--- config.mk ---
export PLATFORM = sky130hd
export DESIGN_NAME = adc_host_ctrl
export DESIGN_NICKNAME = d
export VERILOG_FILES = /design/src/adc_ctrl_pkg.sv /design/src/adc_sar_sequencer.sv /design/src/adc_host_ctrl.sv
export VERILOG_INCLUDE_DIRS = /design/src
export SDC_FILE = /design/constraint.sdc
export NUM_CORES = 1
export LEC_CHECK = 0
export BUFFER_PORTS_ARGS = -buffer_cell sky130_fd_sc_hd__buf_2
export CORE_UTILIZATION = 50
export DETAILED_ROUTE_END_ITERATION = 8
export PLACE_DENSITY = 0.8
export SLEW_MARGIN = 15
export SYNTH_ARGS = -nofsm -noshare
export SYNTH_HDL_FRONTEND = slang
export SYNTH_SLANG_ARGS = --single-unit
--- constraint.sdc ---
create_clock -name clk_i -period 1.76 [get_ports clk_i]
set_input_delay 0.088 -clock clk_i [delete_from_list [all_inputs] [get_ports clk_i]]
set_output_delay 0.088 -clock clk_i [all_outputs]
set_load 0.005 [all_outputs]
--- src/adc_ctrl_cfg.svh ---
// constants of the converter control block: timing counts, register map, fields, reset values
// assumes a 50 MHz system clock and is included by bare name
`ifndef ADC_CTRL_CFG_SVH
`define ADC_CTRL_CFG_SVH

// clock rate in MHz (period 20 ns)
`define ADC_CLK_MHZ 50
// time spent on one trial bit, in ns
`define ADC_BIT_TIME_NS 800
`define ADC_BIT_CYCLES ((`ADC_BIT_TIME_NS * `ADC_CLK_MHZ) / 1000)
// full and short cycles must finish within 10 us and 8 us
`define ADC_CONV12_MAX_NS 10000
`define ADC_CONV8_MAX_NS 8000
`define ADC_CONV12_MAX_CYCLES ((`ADC_CONV12_MAX_NS * `ADC_CLK_MHZ) / 1000)
`define ADC_CONV8_MAX_CYCLES ((`ADC_CONV8_MAX_NS * `ADC_CLK_MHZ) / 1000)
// acquisition interval after the last bit, least time, rounded up
`define ADC_ACQ_TIME_NS 800
`define ADC_ACQ_CYCLES ((`ADC_ACQ_TIME_NS * `ADC_CLK_MHZ + 999) / 1000)
// bit counts of the two cycle lengths; lowest bit index tested
`define ADC_FULL_BITS 12
`define ADC_SHORT_BITS 8
`define ADC_FULL_LAST_BIT 4'h0
`define ADC_SHORT_LAST_BIT 4'h4
`define ADC_MSB_INDEX 4'hB
`define ADC_MSB_TRIAL 12'h800

// register offsets on the 4-bit register port
`define ADC_REG_CTRL 4'h0
`define ADC_REG_STATUS 4'h4
`define ADC_REG_MASK 4'h8
`define ADC_REG_RESULT 4'hC
// control fields
`define ADC_CTRL_STANDALONE 0
// event fields of status and mask
`define ADC_EV_DONE 0
`define ADC_EV_START 1
`define ADC_EV_IGNORED 2
// result register: valid flag position
`define ADC_RESULT_VALID 15
// reset values
`define ADC_CTRL_RST 1'b0
`define ADC_EV_RST 3'h0
`define ADC_RESULT_RST 12'h000

`endif

--- src/adc_ctrl_pkg.sv ---
// types shared by the converter control block and its approximation sequencer
// assumes adc_ctrl_cfg.svh holds every number
package adc_ctrl_pkg;

  // host-facing control sequence
  typedef enum logic [2:0]
  {
    ST_IDLE    = 3'b001,
    ST_CONVERT = 3'b010,
    ST_ACQUIRE = 3'b100
  } ctrl_state_e;

  // approximation sequencer
  typedef enum logic [1:0]
  {
    SAR_IDLE = 2'b01,
    SAR_RUN  = 2'b10
  } sar_state_e;

  typedef logic [11:0] result_t;
  typedef logic [2:0]  event_t;

endpackage

--- src/adc_sar_sequencer.sv ---
// successive approximation sequencer: one trial bit per divider enable, msb first
// assumes comp_keep_i is the comparator verdict for the bit currently on trial
`timescale 1ns/1ps
`include "adc_ctrl_cfg.svh"

module adc_sar_sequencer
  import adc_ctrl_pkg::*;
(
  input  wire logic    clk_i,
  input  wire logic    sys_rst_i,
  input  wire logic    start_i,
  input  wire logic    short_i,
  input  wire logic    comp_keep_i,
  output logic         busy_o,
  output logic         done_o,
  output result_t      result_o
);

  typedef struct packed
  {
    sar_state_e  state;
    logic [3:0]  bit_idx;
    logic [3:0]  last_bit;
    logic [5:0]  div_cnt;
    result_t     approx;
    logic        done;
  } sar_s;

  sar_s s_reg;
  sar_s s_next;
  logic bit_en;

  // divider enable: one trial bit per enable
  assign bit_en = (s_reg.div_cnt == 6'(`ADC_BIT_CYCLES - 1));

  // next state; a start while running is never seen here, the caller filters it
  always_comb
  begin
    s_next = s_reg;
    s_next.done = 1'b0;
    case (s_reg.state)
      SAR_IDLE:
      begin
        if (start_i)
        begin
          s_next.state    = SAR_RUN;
          s_next.bit_idx  = `ADC_MSB_INDEX;
          s_next.last_bit = short_i ? `ADC_SHORT_LAST_BIT : `ADC_FULL_LAST_BIT;
          s_next.div_cnt  = 6'h00;
          s_next.approx   = `ADC_MSB_TRIAL;
        end
      end
      SAR_RUN:
      begin
        s_next.div_cnt = s_reg.div_cnt + 6'h01;
        if (bit_en)
        begin
          s_next.div_cnt = 6'h00;
          if (!comp_keep_i)
            s_next.approx[s_reg.bit_idx] = 1'b0;
          if (s_reg.bit_idx == s_reg.last_bit)
          begin
            s_next.state = SAR_IDLE; // short cycle leaves low bits at zero
            s_next.done  = 1'b1;
          end
          else
          begin
            s_next.bit_idx = s_reg.bit_idx - 4'h1;
            s_next.approx[s_reg.bit_idx - 4'h1] = 1'b1;
          end
        end
      end
      default:
        s_next.state = SAR_IDLE;
    endcase
  end

  // state register
  always_ff @(posedge clk_i)
  begin
    if (sys_rst_i)
    begin
      s_reg.state    <= SAR_IDLE;
      s_reg.bit_idx  <= 4'h0;
      s_reg.last_bit <= 4'h0;
      s_reg.div_cnt  <= 6'h00;
      s_reg.approx   <= `ADC_RESULT_RST;
      s_reg.done     <= 1'b0;
    end
    else
      s_reg <= s_next;
  end

  assign busy_o   = (s_reg.state == SAR_RUN);
  assign done_o   = s_reg.done;
  assign result_o = s_reg.approx;

endmodule // adc_sar_sequencer

--- src/adc_host_ctrl.sv ---
// converter host interface control: pin decode, conversion status, result steering, registers
// assumes host pins are synchronous to clk_i and an external tri-state pad resolves the data lines
`timescale 1ns/1ps
`include "adc_ctrl_cfg.svh"

module adc_host_ctrl
  import adc_ctrl_pkg::*;
(
  input  wire logic        clk_i,
  input  wire logic        sys_rst_i,
  input  wire logic        select_n_i,
  input  wire logic        strobe_i,
  input  wire logic        read_convert_i,
  input  wire logic        byte_select_short_cycle_i,
  input  wire logic        width_select_i,
  input  wire logic        comp_keep_i,
  output logic             conversion_in_progress_o,
  output logic [3:0]       result_upper_lines_o,
  output logic             result_upper_lines_oe_o,
  output logic [3:0]       result_middle_lines_o,
  output logic             result_middle_lines_oe_o,
  output logic [3:0]       result_lower_lines_o,
  output logic             result_lower_lines_oe_o,
  input  wire logic [3:0]  reg_addr_i,
  input  wire logic [15:0] reg_wdata_i,
  input  wire logic        reg_wr_i,
  input  wire logic        reg_rd_i,
  output logic [15:0]      reg_rdata_o,
  output logic             irq_o
);

  typedef struct packed
  {
    ctrl_state_e state;
    logic        rc_prev;
    logic        cmd_prev;
    logic        short_cycle;
    logic [5:0]  acq_cnt;
    result_t     result;
    logic        result_valid;
    logic        standalone;
    event_t      ev_status;
    event_t      ev_mask;
    logic [15:0] rdata;
  } ctl_s;

  ctl_s  c_reg;
  ctl_s  c_next;
  logic  addressed;
  logic  cmd_conv;
  logic  cmd_read;
  logic  fc_start;
  logic  sa_start;
  logic  start_req;
  logic  sar_start;
  logic  sar_done;
  logic  rd_act;
  result_t sar_result;
  event_t  ev_set;

  // register hit, shared by the write and read decoders
  function automatic logic reg_hit(input logic [3:0] addr, input logic [3:0] offset);
    reg_hit = (addr == offset);
  endfunction

  // pin decode: commands act only when selected and strobed; a stand-alone start needs only read/convert falling
  assign addressed = !select_n_i && strobe_i;
  assign cmd_conv  = addressed && !read_convert_i;
  assign cmd_read  = addressed && read_convert_i;
  // full control starts on the rising edge of the command so a long strobe cannot retrigger
  assign fc_start  = !c_reg.standalone && cmd_conv && !c_reg.cmd_prev;
  assign sa_start  = c_reg.standalone && c_reg.rc_prev && !read_convert_i;
  assign start_req = fc_start || sa_start;
  // starts are taken only at rest; status high means busy, so later start requests are dropped
  assign sar_start = start_req && (c_reg.state == ST_IDLE);

  adc_sar_sequencer u_sar
  (
    .clk_i       (clk_i),
    .sys_rst_i   (sys_rst_i),
    .start_i     (sar_start),
    .short_i     (byte_select_short_cycle_i),
    .comp_keep_i (comp_keep_i),
    .busy_o      (),
    .done_o      (sar_done),
    .result_o    (sar_result)
  );

  // events: done, accepted start, start refused while busy
  always_comb
  begin
    ev_set = `ADC_EV_RST;
    ev_set[`ADC_EV_DONE]    = (c_reg.state == ST_ACQUIRE) && (c_reg.acq_cnt == 6'(`ADC_ACQ_CYCLES - 1));
    ev_set[`ADC_EV_START]   = sar_start;
    ev_set[`ADC_EV_IGNORED] = start_req && (c_reg.state != ST_IDLE);
  end

  // control sequence and register file
  always_comb
  begin
    c_next = c_reg;
    c_next.rc_prev  = read_convert_i;
    c_next.cmd_prev = cmd_conv;
    c_next.rdata    = 16'h0000;
    case (c_reg.state)
      ST_IDLE:
      begin
        if (sar_start)
        begin
          c_next.state        = ST_CONVERT;
          c_next.short_cycle  = byte_select_short_cycle_i;
          c_next.result_valid = 1'b0;
        end
      end
      ST_CONVERT:
      begin
        if (sar_done)
        begin
          c_next.state        = ST_ACQUIRE;
          c_next.result       = sar_result;
          c_next.result_valid = 1'b1;
          c_next.acq_cnt      = 6'h00;
        end
      end
      ST_ACQUIRE:
      begin
        // status stays high through acquisition, reads are already open
        c_next.acq_cnt = c_reg.acq_cnt + 6'h01;
        if (ev_set[`ADC_EV_DONE])
          c_next.state = ST_IDLE;
      end
      default:
        c_next.state = ST_IDLE;
    endcase
    // software writes; write-one-clear loses to a set in the same cycle
    if (reg_wr_i && reg_hit(reg_addr_i, `ADC_REG_CTRL))
      c_next.standalone = reg_wdata_i[`ADC_CTRL_STANDALONE];
    if (reg_wr_i && reg_hit(reg_addr_i, `ADC_REG_MASK))
      c_next.ev_mask = reg_wdata_i[2:0];
    if (reg_wr_i && reg_hit(reg_addr_i, `ADC_REG_STATUS))
      c_next.ev_status = c_reg.ev_status & ~reg_wdata_i[2:0];
    c_next.ev_status = c_next.ev_status | ev_set;
    // reads answer in the next cycle, unmapped addresses read zero
    if (reg_rd_i)
    begin
      if (reg_hit(reg_addr_i, `ADC_REG_CTRL))
        c_next.rdata = {15'h0000, c_reg.standalone};
      else if (reg_hit(reg_addr_i, `ADC_REG_STATUS))
        c_next.rdata = {13'h0000, c_reg.ev_status};
      else if (reg_hit(reg_addr_i, `ADC_REG_MASK))
        c_next.rdata = {13'h0000, c_reg.ev_mask};
      else if (reg_hit(reg_addr_i, `ADC_REG_RESULT))
        c_next.rdata = {c_reg.result_valid, 3'h0, c_reg.result};
      else
        c_next.rdata = 16'h0000;
    end
  end

  // state register
  always_ff @(posedge clk_i)
  begin
    if (sys_rst_i)
    begin
      c_reg.state        <= ST_IDLE;
      c_reg.rc_prev      <= 1'b0;
      c_reg.cmd_prev     <= 1'b0;
      c_reg.short_cycle  <= 1'b0;
      c_reg.acq_cnt      <= 6'h00;
      c_reg.result       <= `ADC_RESULT_RST;
      c_reg.result_valid <= 1'b0;
      c_reg.standalone   <= `ADC_CTRL_RST;
      c_reg.ev_status    <= `ADC_EV_RST;
      c_reg.ev_mask      <= `ADC_EV_RST;
      c_reg.rdata        <= 16'h0000;
    end
    else
      c_reg <= c_next;
  end

  // status pin straight from the sequence register
  assign conversion_in_progress_o = (c_reg.state != ST_IDLE);

  // read gate: no result while a conversion runs, lines released otherwise
  assign rd_act = cmd_read && c_reg.result_valid && (c_reg.state != ST_CONVERT);

  // output steering; enables are combinational, data comes from the result register, the middle lines read zero in a lower-byte read
  assign result_upper_lines_oe_o  = rd_act && (width_select_i || !byte_select_short_cycle_i);
  assign result_middle_lines_oe_o = rd_act;
  assign result_lower_lines_oe_o  = rd_act && (width_select_i || byte_select_short_cycle_i);
  assign result_upper_lines_o     = c_reg.result[11:8];
  assign result_middle_lines_o    = (!width_select_i && byte_select_short_cycle_i) ? 4'h0 : c_reg.result[7:4];
  assign result_lower_lines_o     = c_reg.result[3:0];

  assign reg_rdata_o = c_reg.rdata;
  assign irq_o       = |(c_reg.ev_status & c_reg.ev_mask);

  // helper for the checks: cycles spent converting since the start
  logic [8:0] conv_cnt;
  always_ff @(posedge clk_i)
  begin
    if (sys_rst_i || sar_start)
      conv_cnt <= 9'h000;
    else if (c_reg.state == ST_CONVERT)
      conv_cnt <= conv_cnt + 9'h001;
  end

  localparam int FULL_CYC = `ADC_FULL_BITS * `ADC_BIT_CYCLES;
  localparam int SHORT_CYC = `ADC_SHORT_BITS * `ADC_BIT_CYCLES;
  // last acquisition cycle, counted from the first cycle after the sequencer's done
  localparam int ACQ_LAST = `ADC_ACQ_CYCLES - 1;
endmodule // adc_host_ctrl

==> results of run 1 <==
kinds of logic after synthesis:
family	synth area share
xor+xnor	0.00520
other cells	0.00111
simple gates	0.295
flops	0.416
buf+inv	0.0850
compound gates	0.151
fa+ha+maj	0.0223
mux	0.0245
layer usage:
layer | global-route usage | up-vias | wire length [um]
li1 | - | 1476 | -
met1 | 0.262 | 1316 | 3260
met2 | 0.346 | 76 | 3530
met3 | 0.0376 | 10 | 279
met4 | 0.113 | 0 | 119
met5 | 0 | - | 0
layout make-up:
| cell class | count | area, um2 | share of cell area |
|---|---|---|---|
| Inverter | 7 | 26.3 | 0.00666 |
| Clock inverter | 6 | 93.8 | 0.0238 |
| Timing Repair Buffer | 76 | 472 | 0.120 |
| Multi-Input combinational cell | 290 | 1730 | 0.438 |
| Tap cell | 77 | 96.3 | 0.0244 |
| Sequential cell | 70 | 1400 | 0.356 |
| Clock buffer | 10 | 128 | 0.0323 |
path summary, 6_finish.rpt:
check | from | end | slack (ns) | cells after the start
setup reg to reg | u_sar.s_reg[18] | u_sar.result_o[0] | 0.02 | 5
setup / recovery | u_sar.s_reg[18] | u_sar.result_o[0] | 0.02 | 5
hold reg to reg | u_sar.result_o[8] | result_upper_lines_o[0] | 0.45 | 2
hold / removal | byte_select_short_cycle_i | u_sar.s_reg[21] | 0.04 | 3
worst min-delay path, stage by stage:
cell and delay [ns]:
sky130_fd_sc_hd__buf_2 0.11, sky130_fd_sc_hd__mux2i_1 0.07, sky130_fd_sc_hd__nor2_1 0.08
Yosys cell counts, types with 3 or more instances:
| cell | instances |
|---|---|
| sky130_fd_sc_hd__a211oi_1 | 8 |
| sky130_fd_sc_hd__a21oi_1 | 37 |
| sky130_fd_sc_hd__and2_1 | 20 |
| sky130_fd_sc_hd__buf_2 | 3 |
| sky130_fd_sc_hd__buf_4 | 24 |
| sky130_fd_sc_hd__clkbuf_1 | 13 |
| sky130_fd_sc_hd__dfxtp_1 | 70 |
| sky130_fd_sc_hd__ha_1 | 6 |
| sky130_fd_sc_hd__inv_1 | 7 |
| sky130_fd_sc_hd__mux2i_1 | 6 |
| sky130_fd_sc_hd__nand2_1 | 51 |
| sky130_fd_sc_hd__nand2b_1 | 8 |
| sky130_fd_sc_hd__nand3_1 | 21 |
| sky130_fd_sc_hd__nand3b_1 | 5 |
| sky130_fd_sc_hd__nand4_1 | 3 |
| sky130_fd_sc_hd__nand4b_1 | 4 |
| sky130_fd_sc_hd__nor2_1 | 39 |
| sky130_fd_sc_hd__nor2b_1 | 10 |
| sky130_fd_sc_hd__nor3_1 | 7 |
| sky130_fd_sc_hd__o21ai_0 | 19 |
| sky130_fd_sc_hd__or2_2 | 4 |
report_power, final:
part           internal (uW)  total [uW]  leakage (uW)  switching, uW
combinational           92.1         222      0.000976            129
clock                    811        1450      0.000107            638
sequential              1600        1610      0.000566           10.3
metrics by stage:
stage	util	power, uW
after floorplan	-	1770
after global placement	0.562	1840
after detailed placement	0.562	1850
after CTS	0.607	3290
after global routing	0.614	3370
final	0.614	3280
timing repair:
item,in CTS,in global routing
hold buffers,5,0
buffers inserted,2,1
pin swaps,1,6
endpoints found under the setup margin,8,20
resized for setup,4,9
hold endpoints to repair,4,0
==> impl_results.html, run 1 <==
<table>
<tr><th>Metric</th><th>Value</th></tr>
<tr><th colspan="2">Worst setup path</th></tr>
<tr><td>Number of buffers and inverters on the critical path</td><td>0</td></tr>
<tr><td>Family of cells with the greatest summed delay on the critical path</td><td>simple AND/OR/NAND/NOR gates</td></tr>
<tr><td>Worst-path cell with the longest stage delay</td><td>sky130_fd_sc_hd__or3_4</td></tr>
<tr><td>Category of the critical setup timing path</td><td>register to register</td></tr>
<tr><td>Endpoint kind of the worst setup timing path</td><td>register</td></tr>
<tr><td>Required time of the worst setup path</td><td>roughly 2.1 ns</td></tr>
<tr><td>Maximum fanout along the worst path</td><td>8</td></tr>
<tr><td>Cell chain of the critical path</td><td>or3b_4, or3_4, nor3_4, nand3_1, nand2_1</td></tr>
<tr><td>Data arrival time of the critical path</td><td>between 2 and 2.5 ns</td></tr>
<tr><td>Element type at the critical path start</td><td>register</td></tr>
<tr><td>Largest stage delay on the critical path</td><td>around 0.40 ns</td></tr>
<tr><th colspan="2">Global route</th></tr>
<tr><td>Maximum number of pins on one net before global-route repair</td><td>32</td></tr>
<tr><td>Via count of the first global-routing pass</td><td>2657</td></tr>
<tr><td>GRT Util Overall</td><td>0.210</td></tr>
<tr><td>Sum of overflow across all layers after global routing</td><td>0</td></tr>
<tr><td>Initial antenna violation count</td><td>0</td></tr>
<tr><td>Wire length of the first global-routing pass</td><td>about 12000 um</td></tr>
<tr><th colspan="2">Routing</th></tr>
<tr><td>Starting DRC count in detailed routing</td><td>between 200 and 250</td></tr>
<tr><td>Count of TritonRoute iterations in the first routing pass</td><td>7</td></tr>
<tr><td>Post-detailed-route DRC marker count</td><td>12</td></tr>
<tr><td>Total wirelength of the detailed-routed design</td><td>7190 um</td></tr>
<tr><td>Routed via count</td><td>about 2900</td></tr>
<tr><td>Via density</td><td>between 5 and 6</td></tr>
<tr><td>Antenna Violating Nets Remaining</td><td>0</td></tr>
<tr><td>Average routed wire per standard cell</td><td>~13 um</td></tr>
<tr><th colspan="2">Power and ir drop</th></tr>
<tr><td>Worst IR Drop VDD</td><td>approximately 440 uV</td></tr>
<tr><td>Static Leak</td><td>0.00165 uW</td></tr>
<tr><td>Pwr Density</td><td>~830 nW/um2</td></tr>
<tr><th colspan="2">Placed design</th></tr>
<tr><td>Post-DP HPWL</td><td>5230 um</td></tr>
<tr><td>Port Buffers</td><td>46</td></tr>
<tr><td>Last weighted congestion value of the routability-driven placer</td><td>between 0.8 and 0.9</td></tr>
<tr><td>Worst Setup Slack post-DPL</td><td>-0.0154 ns</td></tr>
<tr><td>Post-placement cell count</td><td>512</td></tr>
<tr><td>Placed cell areas</td><td>3610 um2</td></tr>
<tr><th colspan="2">Logic synthesis</th></tr>
<tr><td>Post-synthesis async set-or-reset flop share</td><td>0</td></tr>
<tr><td>Number of warnings printed during yosys synthesis</td><td>0</td></tr>
<tr><td>Leading area contributor after synthesis</td><td>sky130_fd_sc_hd__dfxtp_1</td></tr>
<tr><td>Count of flip-flops with a built-in enable after synthesis</td><td>0</td></tr>
<tr><td>Synth Cell Area</td><td>~3400 um2</td></tr>
<tr><td>Cell variety after synth</td><td>56</td></tr>
<tr><td>Register bit count reported by yosys</td><td>70</td></tr>
<tr><td>Most used flip-flop cell after synthesis</td><td>sky130_fd_sc_hd__dfxtp_1</td></tr>
<tr><td>Synth Area per Inst</td><td>8.28 um2</td></tr>
<tr><td>Top-area cell type share of the netlist area</td><td>0.416</td></tr>
<tr><td>Sequential cell area fraction in the yosys report</td><td>0.416</td></tr>
<tr><td>Largest cells by area after synthesis</td><td>sky130_fd_sc_hd__dfxtp_1, sky130_fd_sc_hd__nand2_1, sky130_fd_sc_hd__a21oi_1, sky130_fd_sc_hd__buf_4, sky130_fd_sc_hd__nor2_1</td></tr>
<tr><td>Synthesized netlist cell count</td><td>just over 400</td></tr>
<tr><th colspan="2">Cells and area</th></tr>
<tr><td>Fraction of final layout cells with drive strength greater than 1</td><td>0.240</td></tr>
<tr><td>Flip-flop count of the largest register, all copies and words added</td><td>23</td></tr>
<tr><td>Number of nets in the layout</td><td>490</td></tr>
<tr><td>Final cell area excluding filler cells</td><td>between 3000 and 4000 um2</td></tr>
<tr><td>Number of antenna diodes</td><td>0</td></tr>
<tr><td>Most frequent cells in the layout</td><td>sky130_fd_sc_hd__dfxtp_1, sky130_fd_sc_hd__nand2_1, sky130_fd_sc_hd__buf_2</td></tr>
<tr><td>Area growth syn-to-layout</td><td>17.1%</td></tr>
<tr><td>Commonest non-fill, non-tap cell in the layout</td><td>sky130_fd_sc_hd__dfxtp_1</td></tr>
<tr><td>Number of cells in the finished layout apart from fillers</td><td>536</td></tr>
<tr><td>Filler cell count in the final layout</td><td>535</td></tr>
<tr><th colspan="2">STA</th></tr>
<tr><td>Count of endpoints failing hold in the final timing report</td><td>0</td></tr>
<tr><td>FMAX</td><td>~580 MHz</td></tr>
<tr><td>Final period utilization</td><td>0.986</td></tr>
<tr><td>Total Neg Setup Slack</td><td>0 ns</td></tr>
<tr><td>Fin worst setup slack</td><td>~0.024 ns</td></tr>
<tr><td>Count of pins over their slew limit</td><td>0</td></tr>
<tr><td>Final count of negative-setup-slack endpoints</td><td>0</td></tr>
<tr><td>Setup clock skew after layout</td><td>0.0109 ns</td></tr>
<tr><td>Post-route worst hold slack</td><td>0.0360 ns</td></tr>
<tr><td>RSZ-0062 raised after global routing</td><td>true</td></tr>
<tr><td>Final min period</td><td>between 1.5 and 2 ns</td></tr>
<tr><th colspan="2">Outcome</th></tr>
<tr><td>Result of the run</td><td>finished with violations</td></tr>
<tr><td>Violated checks</td><td>design-rule violations</td></tr>
<tr><th colspan="2">Clocking</th></tr>
<tr><td>Worst skew pair latency</td><td>approximately 0.35 ns</td></tr>
<tr><td>H-tree lvl count</td><td>3</td></tr>
<tr><td>Clock buffer count from CTS</td><td>9</td></tr>
<tr><td>CTS tree</td><td>done</td></tr>
<tr><td>Total clock sinks</td><td>70</td></tr>
<tr><td>CTS Buffer Depth</td><td>2</td></tr>
<tr><td>Clock root buffer</td><td>sky130_fd_sc_hd__clkbuf_8</td></tr>
<tr><td>Worst-path clk slew</td><td>around 0.080 ns</td></tr>
<tr><th colspan="2">Floorplanning</th></tr>
<tr><td>Number of I/O pins</td><td>63</td></tr>
<tr><td>DIE AREA</td><td>a little over 7000 um2</td></tr>
<tr><td>Standard-cell row count</td><td>29</td></tr>
<tr><td>Y dimension of the die</td><td>84.1 um</td></tr>
<tr><td>Width of the die</td><td>about 84 um</td></tr>
<tr><td>Starting density of the core</td><td>0.525</td></tr>
<tr><td>Core Region</td><td>roughly 6400 um2</td></tr>
<tr><th colspan="2">Run</th></tr>
<tr><td>Max capacitance violation total</td><td>0</td></tr>
<tr><th colspan="2">Hold path</th></tr>
<tr><td>Class of the tightest hold or removal check</td><td>primary input to register</td></tr>
</table>
Note: power is estimated with default switching activity, not from simulation.
==> run 2, diff against run 1 <==
CORE_UTILIZATION = 52   (was 50)
CTS_BUF_LIST = sky130_fd_sc_hd__clkbuf_2   (was unset)
CTS_CLUSTER_DIAMETER = 150   (was unset)
GPL_ROUTABILITY_DRIVEN = 0   (was unset)
PLACE_DENSITY = 0.82   (was 0.8)
==> run 2 against run 1 <==
Net effect: the run ends with negative setup slack left; die area decreased by 3.8%; count of clock-buffer cells in the layout stayed put; combinational power increased by 8%; core utilization rose by 3.8 points; cell area increased by 0.73%; clock power is 25% lower; sequential power about the same; critical endpoint is now u_sar.result_o[1]; largest power group unchanged; highest routed layer unchanged.
==> impl_results.html, run 2 (synthesis results as in run 1) <==
<table>
<tr><th>Metric</th><th>Value</th></tr>
<tr><th colspan="2">Outcome</th></tr>
<tr><td>Result of the run</td><td>finished with violations</td></tr>
<tr><td>Violated checks</td><td>negative setup slack</td></tr>
<tr><th colspan="2">Worst setup path</th></tr>
<tr><td>Critical path depth</td><td>6 (+1)</td></tr>
<tr><td>Data arrival time of the critical path</td><td>2.23 ns (+0.20 ns)</td></tr>
<tr><td>Capture point of the critical path</td><td>u_sar.result_o[1]</td></tr>
<tr><td>Cell chain of the critical path</td><td>or3b_4, or3_4, buf_4, nor2_4, nand3_1, a21oi_1</td></tr>
<tr><td>Required time of the worst setup path</td><td>2.22 ns (+0.17 ns)</td></tr>
<tr><td>RR Endpoint</td><td>u_sar.result_o[1]</td></tr>
<tr><td>Setup slack of the most critical reg-to-reg path</td><td>-0.01 ns (-0.04 ns)</td></tr>
<tr><td>Maximum fanout along the worst path</td><td>6 (-2)</td></tr>
<tr><td>Launch point of the worst reg-to-reg path</td><td>u_sar.s_reg[17]</td></tr>
<tr><td>Endpoint kind of the worst setup timing path</td><td>register</td></tr>
<tr><td>Element type at the critical path start</td><td>register</td></tr>
<tr><td>Number of cells on the worst reg-to-reg path</td><td>6 (+1)</td></tr>
<tr><td>Family of cells with the greatest summed delay on the critical path</td><td>simple AND/OR/NAND/NOR gates</td></tr>
<tr><td>Largest stage delay on the critical path</td><td>0.44 ns (+0.04 ns)</td></tr>
<tr><td>Launching instance or port of the critical path</td><td>u_sar.s_reg[17]</td></tr>
<tr><td>Category of the critical setup timing path</td><td>register to register</td></tr>
<tr><td>Worst-path cell with the longest stage delay</td><td>sky130_fd_sc_hd__or3_4</td></tr>
<tr><td>Number of buffers and inverters on the critical path</td><td>1 (+1)</td></tr>
<tr><th colspan="2">Placed design</th></tr>
<tr><td>Worst Setup Slack post-DPL</td><td>-0.0134 ns (+0.00195 ns)</td></tr>
<tr><td>Post-DP HPWL</td><td>5100 um (-2.5%)</td></tr>
<tr><td>Post-placement cell count</td><td>512 (unchanged)</td></tr>
<tr><td>Port Buffers</td><td>46 (unchanged)</td></tr>
<tr><td>Placed cell areas</td><td>3620 um2 (+0.35%)</td></tr>
<tr><th colspan="2">Global route</th></tr>
<tr><td>Via count of the first global-routing pass</td><td>2689 (+1.2%)</td></tr>
<tr><td>Maximum number of pins on one net before global-route repair</td><td>28 (-13%)</td></tr>
<tr><td>Initial antenna violation count</td><td>0 (unchanged)</td></tr>
<tr><td>GRT Util Overall</td><td>0.234 (+0.0233)</td></tr>
<tr><td>Wire length of the first global-routing pass</td><td>12000 um (+0.76%)</td></tr>
<tr><td>Sum of overflow across all layers after global routing</td><td>0 (unchanged)</td></tr>
<tr><th colspan="2">STA</th></tr>
<tr><td>FMAX</td><td>564 MHz (-2.0%)</td></tr>
<tr><td>Fin worst setup slack</td><td>-0.0122 ns (-0.0363 ns)</td></tr>
<tr><td>Final period utilization</td><td>1.01 (+0.0206)</td></tr>
<tr><td>Setup clock skew after layout</td><td>0.0315 ns (+0.0205 ns)</td></tr>
<tr><td>RSZ-0062 raised after global routing</td><td>true</td></tr>
<tr><td>Count of pins over their slew limit</td><td>0 (unchanged)</td></tr>
<tr><td>Total Neg Setup Slack</td><td>-0.0122 ns (-0.0122 ns)</td></tr>
<tr><td>Count of endpoints failing hold in the final timing report</td><td>0 (unchanged)</td></tr>
<tr><td>Final count of negative-setup-slack endpoints</td><td>1 (+1)</td></tr>
<tr><td>Final min period</td><td>1.77 ns (+0.0363 ns)</td></tr>
<tr><th colspan="2">Hold path</th></tr>
<tr><td>Class of the tightest hold or removal check</td><td>primary input to register</td></tr>
<tr><th colspan="2">Routing</th></tr>
<tr><td>Starting DRC count in detailed routing</td><td>238 (-1.7%)</td></tr>
<tr><td>Via density</td><td>5.55 (+3.4%)</td></tr>
<tr><td>Count of TritonRoute iterations in the first routing pass</td><td>5 (-2)</td></tr>
<tr><td>Routed via count</td><td>3026 (+5.1%)</td></tr>
<tr><td>Total wirelength of the detailed-routed design</td><td>7510 um (+4.4%)</td></tr>
<tr><td>Antenna Violating Nets Remaining</td><td>0 (unchanged)</td></tr>
<tr><td>Post-detailed-route DRC marker count</td><td>0 (-12)</td></tr>
<tr><td>Average routed wire per standard cell</td><td>13.8 um (+2.7%)</td></tr>
<tr><th colspan="2">Floorplanning</th></tr>
<tr><td>Starting density of the core</td><td>0.553 (+0.0281)</td></tr>
<tr><td>Width of the die</td><td>82.5 um (-1.9%)</td></tr>
<tr><td>Y dimension of the die</td><td>82.5 um (-1.9%)</td></tr>
<tr><td>DIE AREA</td><td>6810 um2 (-3.8%)</td></tr>
<tr><td>Number of I/O pins</td><td>63 (unchanged)</td></tr>
<tr><td>Standard-cell row count</td><td>28 (-3.4%)</td></tr>
<tr><td>Core Region</td><td>6100 um2 (-5.1%)</td></tr>
<tr><th colspan="2">Clocking</th></tr>
<tr><td>CTS Buffer Depth</td><td>2 (unchanged)</td></tr>
<tr><td>Worst-path clk slew</td><td>0.21 ns (+0.13 ns)</td></tr>
<tr><td>Worst skew pair latency</td><td>0.51 ns (+0.16 ns)</td></tr>
<tr><td>Clock root buffer</td><td>sky130_fd_sc_hd__clkbuf_2</td></tr>
<tr><td>CTS tree</td><td>done</td></tr>
<tr><td>Total clock sinks</td><td>70 (unchanged)</td></tr>
<tr><td>Clock buffer count from CTS</td><td>9 (unchanged)</td></tr>
<tr><td>H-tree lvl count</td><td>3 (unchanged)</td></tr>
<tr><th colspan="2">Cells and area</th></tr>
<tr><td>Most frequent cells in the layout</td><td>sky130_fd_sc_hd__dfxtp_1, sky130_fd_sc_hd__nand2_1, sky130_fd_sc_hd__buf_2</td></tr>
<tr><td>Number of antenna diodes</td><td>0 (unchanged)</td></tr>
<tr><td>Number of nets in the layout</td><td>501 (+2.2%)</td></tr>
<tr><td>Area growth syn-to-layout</td><td>17.9%</td></tr>
<tr><td>Final cell area excluding filler cells</td><td>3980 um2 (+0.73%)</td></tr>
<tr><td>Fraction of final layout cells with drive strength greater than 1</td><td>0.255 (+0.0157)</td></tr>
<tr><td>Flip-flop count of the largest register, all copies and words added</td><td>23 (unchanged)</td></tr>
<tr><td>Number of cells in the finished layout apart from fillers</td><td>545 (+1.7%)</td></tr>
<tr><td>Commonest non-fill, non-tap cell in the layout</td><td>sky130_fd_sc_hd__dfxtp_1</td></tr>
<tr><th colspan="2">Power and ir drop</th></tr>
<tr><td>Worst IR Drop VDD</td><td>601 uV (+36%)</td></tr>
<tr><td>Pwr Density</td><td>740 nW/um2 (-11%)</td></tr>
<tr><td>Static Leak</td><td>0.00166 uW (+0.75%)</td></tr>
<tr><th colspan="2">Run</th></tr>
<tr><td>Max capacitance violation total</td><td>0 (unchanged)</td></tr>
</table>
## run 2: changes by cell type in the layout (fill, tap and decap cells not counted), moves of 2 or more
cell and delta:
sky130_fd_sc_hd__clkbuf_2 +10, sky130_fd_sc_hd__clkbuf_8 -9, sky130_fd_sc_hd__dlygate4sd3_1 +8, sky130_fd_sc_hd__dfxtp_1 -5, sky130_fd_sc_hd__buf_4 +4, sky130_fd_sc_hd__dfxtp_2 +4
sky130_fd_sc_hd__a211oi_1 -2, sky130_fd_sc_hd__a211oi_2 +2, sky130_fd_sc_hd__o21ai_0 -2
## run 2: where the power goes
group / total (uW) / switching [uW] / internal [uW]
registers: 1610 / 10.6 / 1600
clock network: 1090 / 605 / 486
logic: 240 / 134 / 106
total: 2940 / 749 / 2190
## run 2: cell type report
cell class                 instances  area [um2]
clock inverter                     6        93.8
sequential                        70        1410
clock buffer                      10        50.0
multi-input combinational        290        1730
tap                               75        93.8
fill                             494        2120
inverter                           7        26.3
timing repair buffer              87         571
## run 2: how the worst min path moves through the flow
| stage | start | endpoint | slack, ns | cells after the start |
|---|---|---|---|---|
| final | reg_addr_i[0] | reg_rdata_o[2] | 0.06 | 5 |
| after global routing | reg_wr_i | c_reg[18] | 0.07 | 4 |
| after CTS | reg_wr_i | c_reg[22] | 0.004 | 4 |
| after detailed placement | select_n_i | c_reg[43] | 0.29 | 2 |
| after global placement | select_n_i | c_reg[43] | 0.28 | 2 |
| after floorplan | select_n_i | c_reg[43] | 0.16 | 1 |
## run 2: what timing repair did
action / 4_1_cts / 5_1_grt
setup endpoints to repair: 5 / 17
pin swaps: 1 / 7
gates resized for setup: 5 / 16
setup buffers: 1 / 3
hold buffers: 13 / 0
endpoints found under the hold margin: 15 / 0
## run 2: metrics by stage
stage,util,hold WS (ns),power [uW]
4_1_cts,0.642,0.00419,2940
5_1_grt,0.652,0.0675,3050
3_3_place_gp,0.594,0.280,1840
3_5_place_dp,0.594,0.286,1850
6_report,0.652,0.0576,2940
2_1_floorplan,-,0.165,1770
## run 2: routing by layer
layer  vias to the layer above  wire length (um)  global-route usage  part of all wire
li1                       1499                 -                   -                 -
met1                      1397              3170               0.273              0.42
met2                       115              3750               0.413              0.50
met3                        15               449              0.0495             0.060
met4                         0               146              0.0966             0.019
met5                         -                 0                   0                 0
## run 2: worst min-delay path: stages
cell and delay, ns:
sky130_fd_sc_hd__buf_2 0.09, sky130_fd_sc_hd__nor3_1 0.06, sky130_fd_sc_hd__nand2_1 0.09, sky130_fd_sc_hd__nor2_1 0.05, sky130_fd_sc_hd__nor4_1 0.15
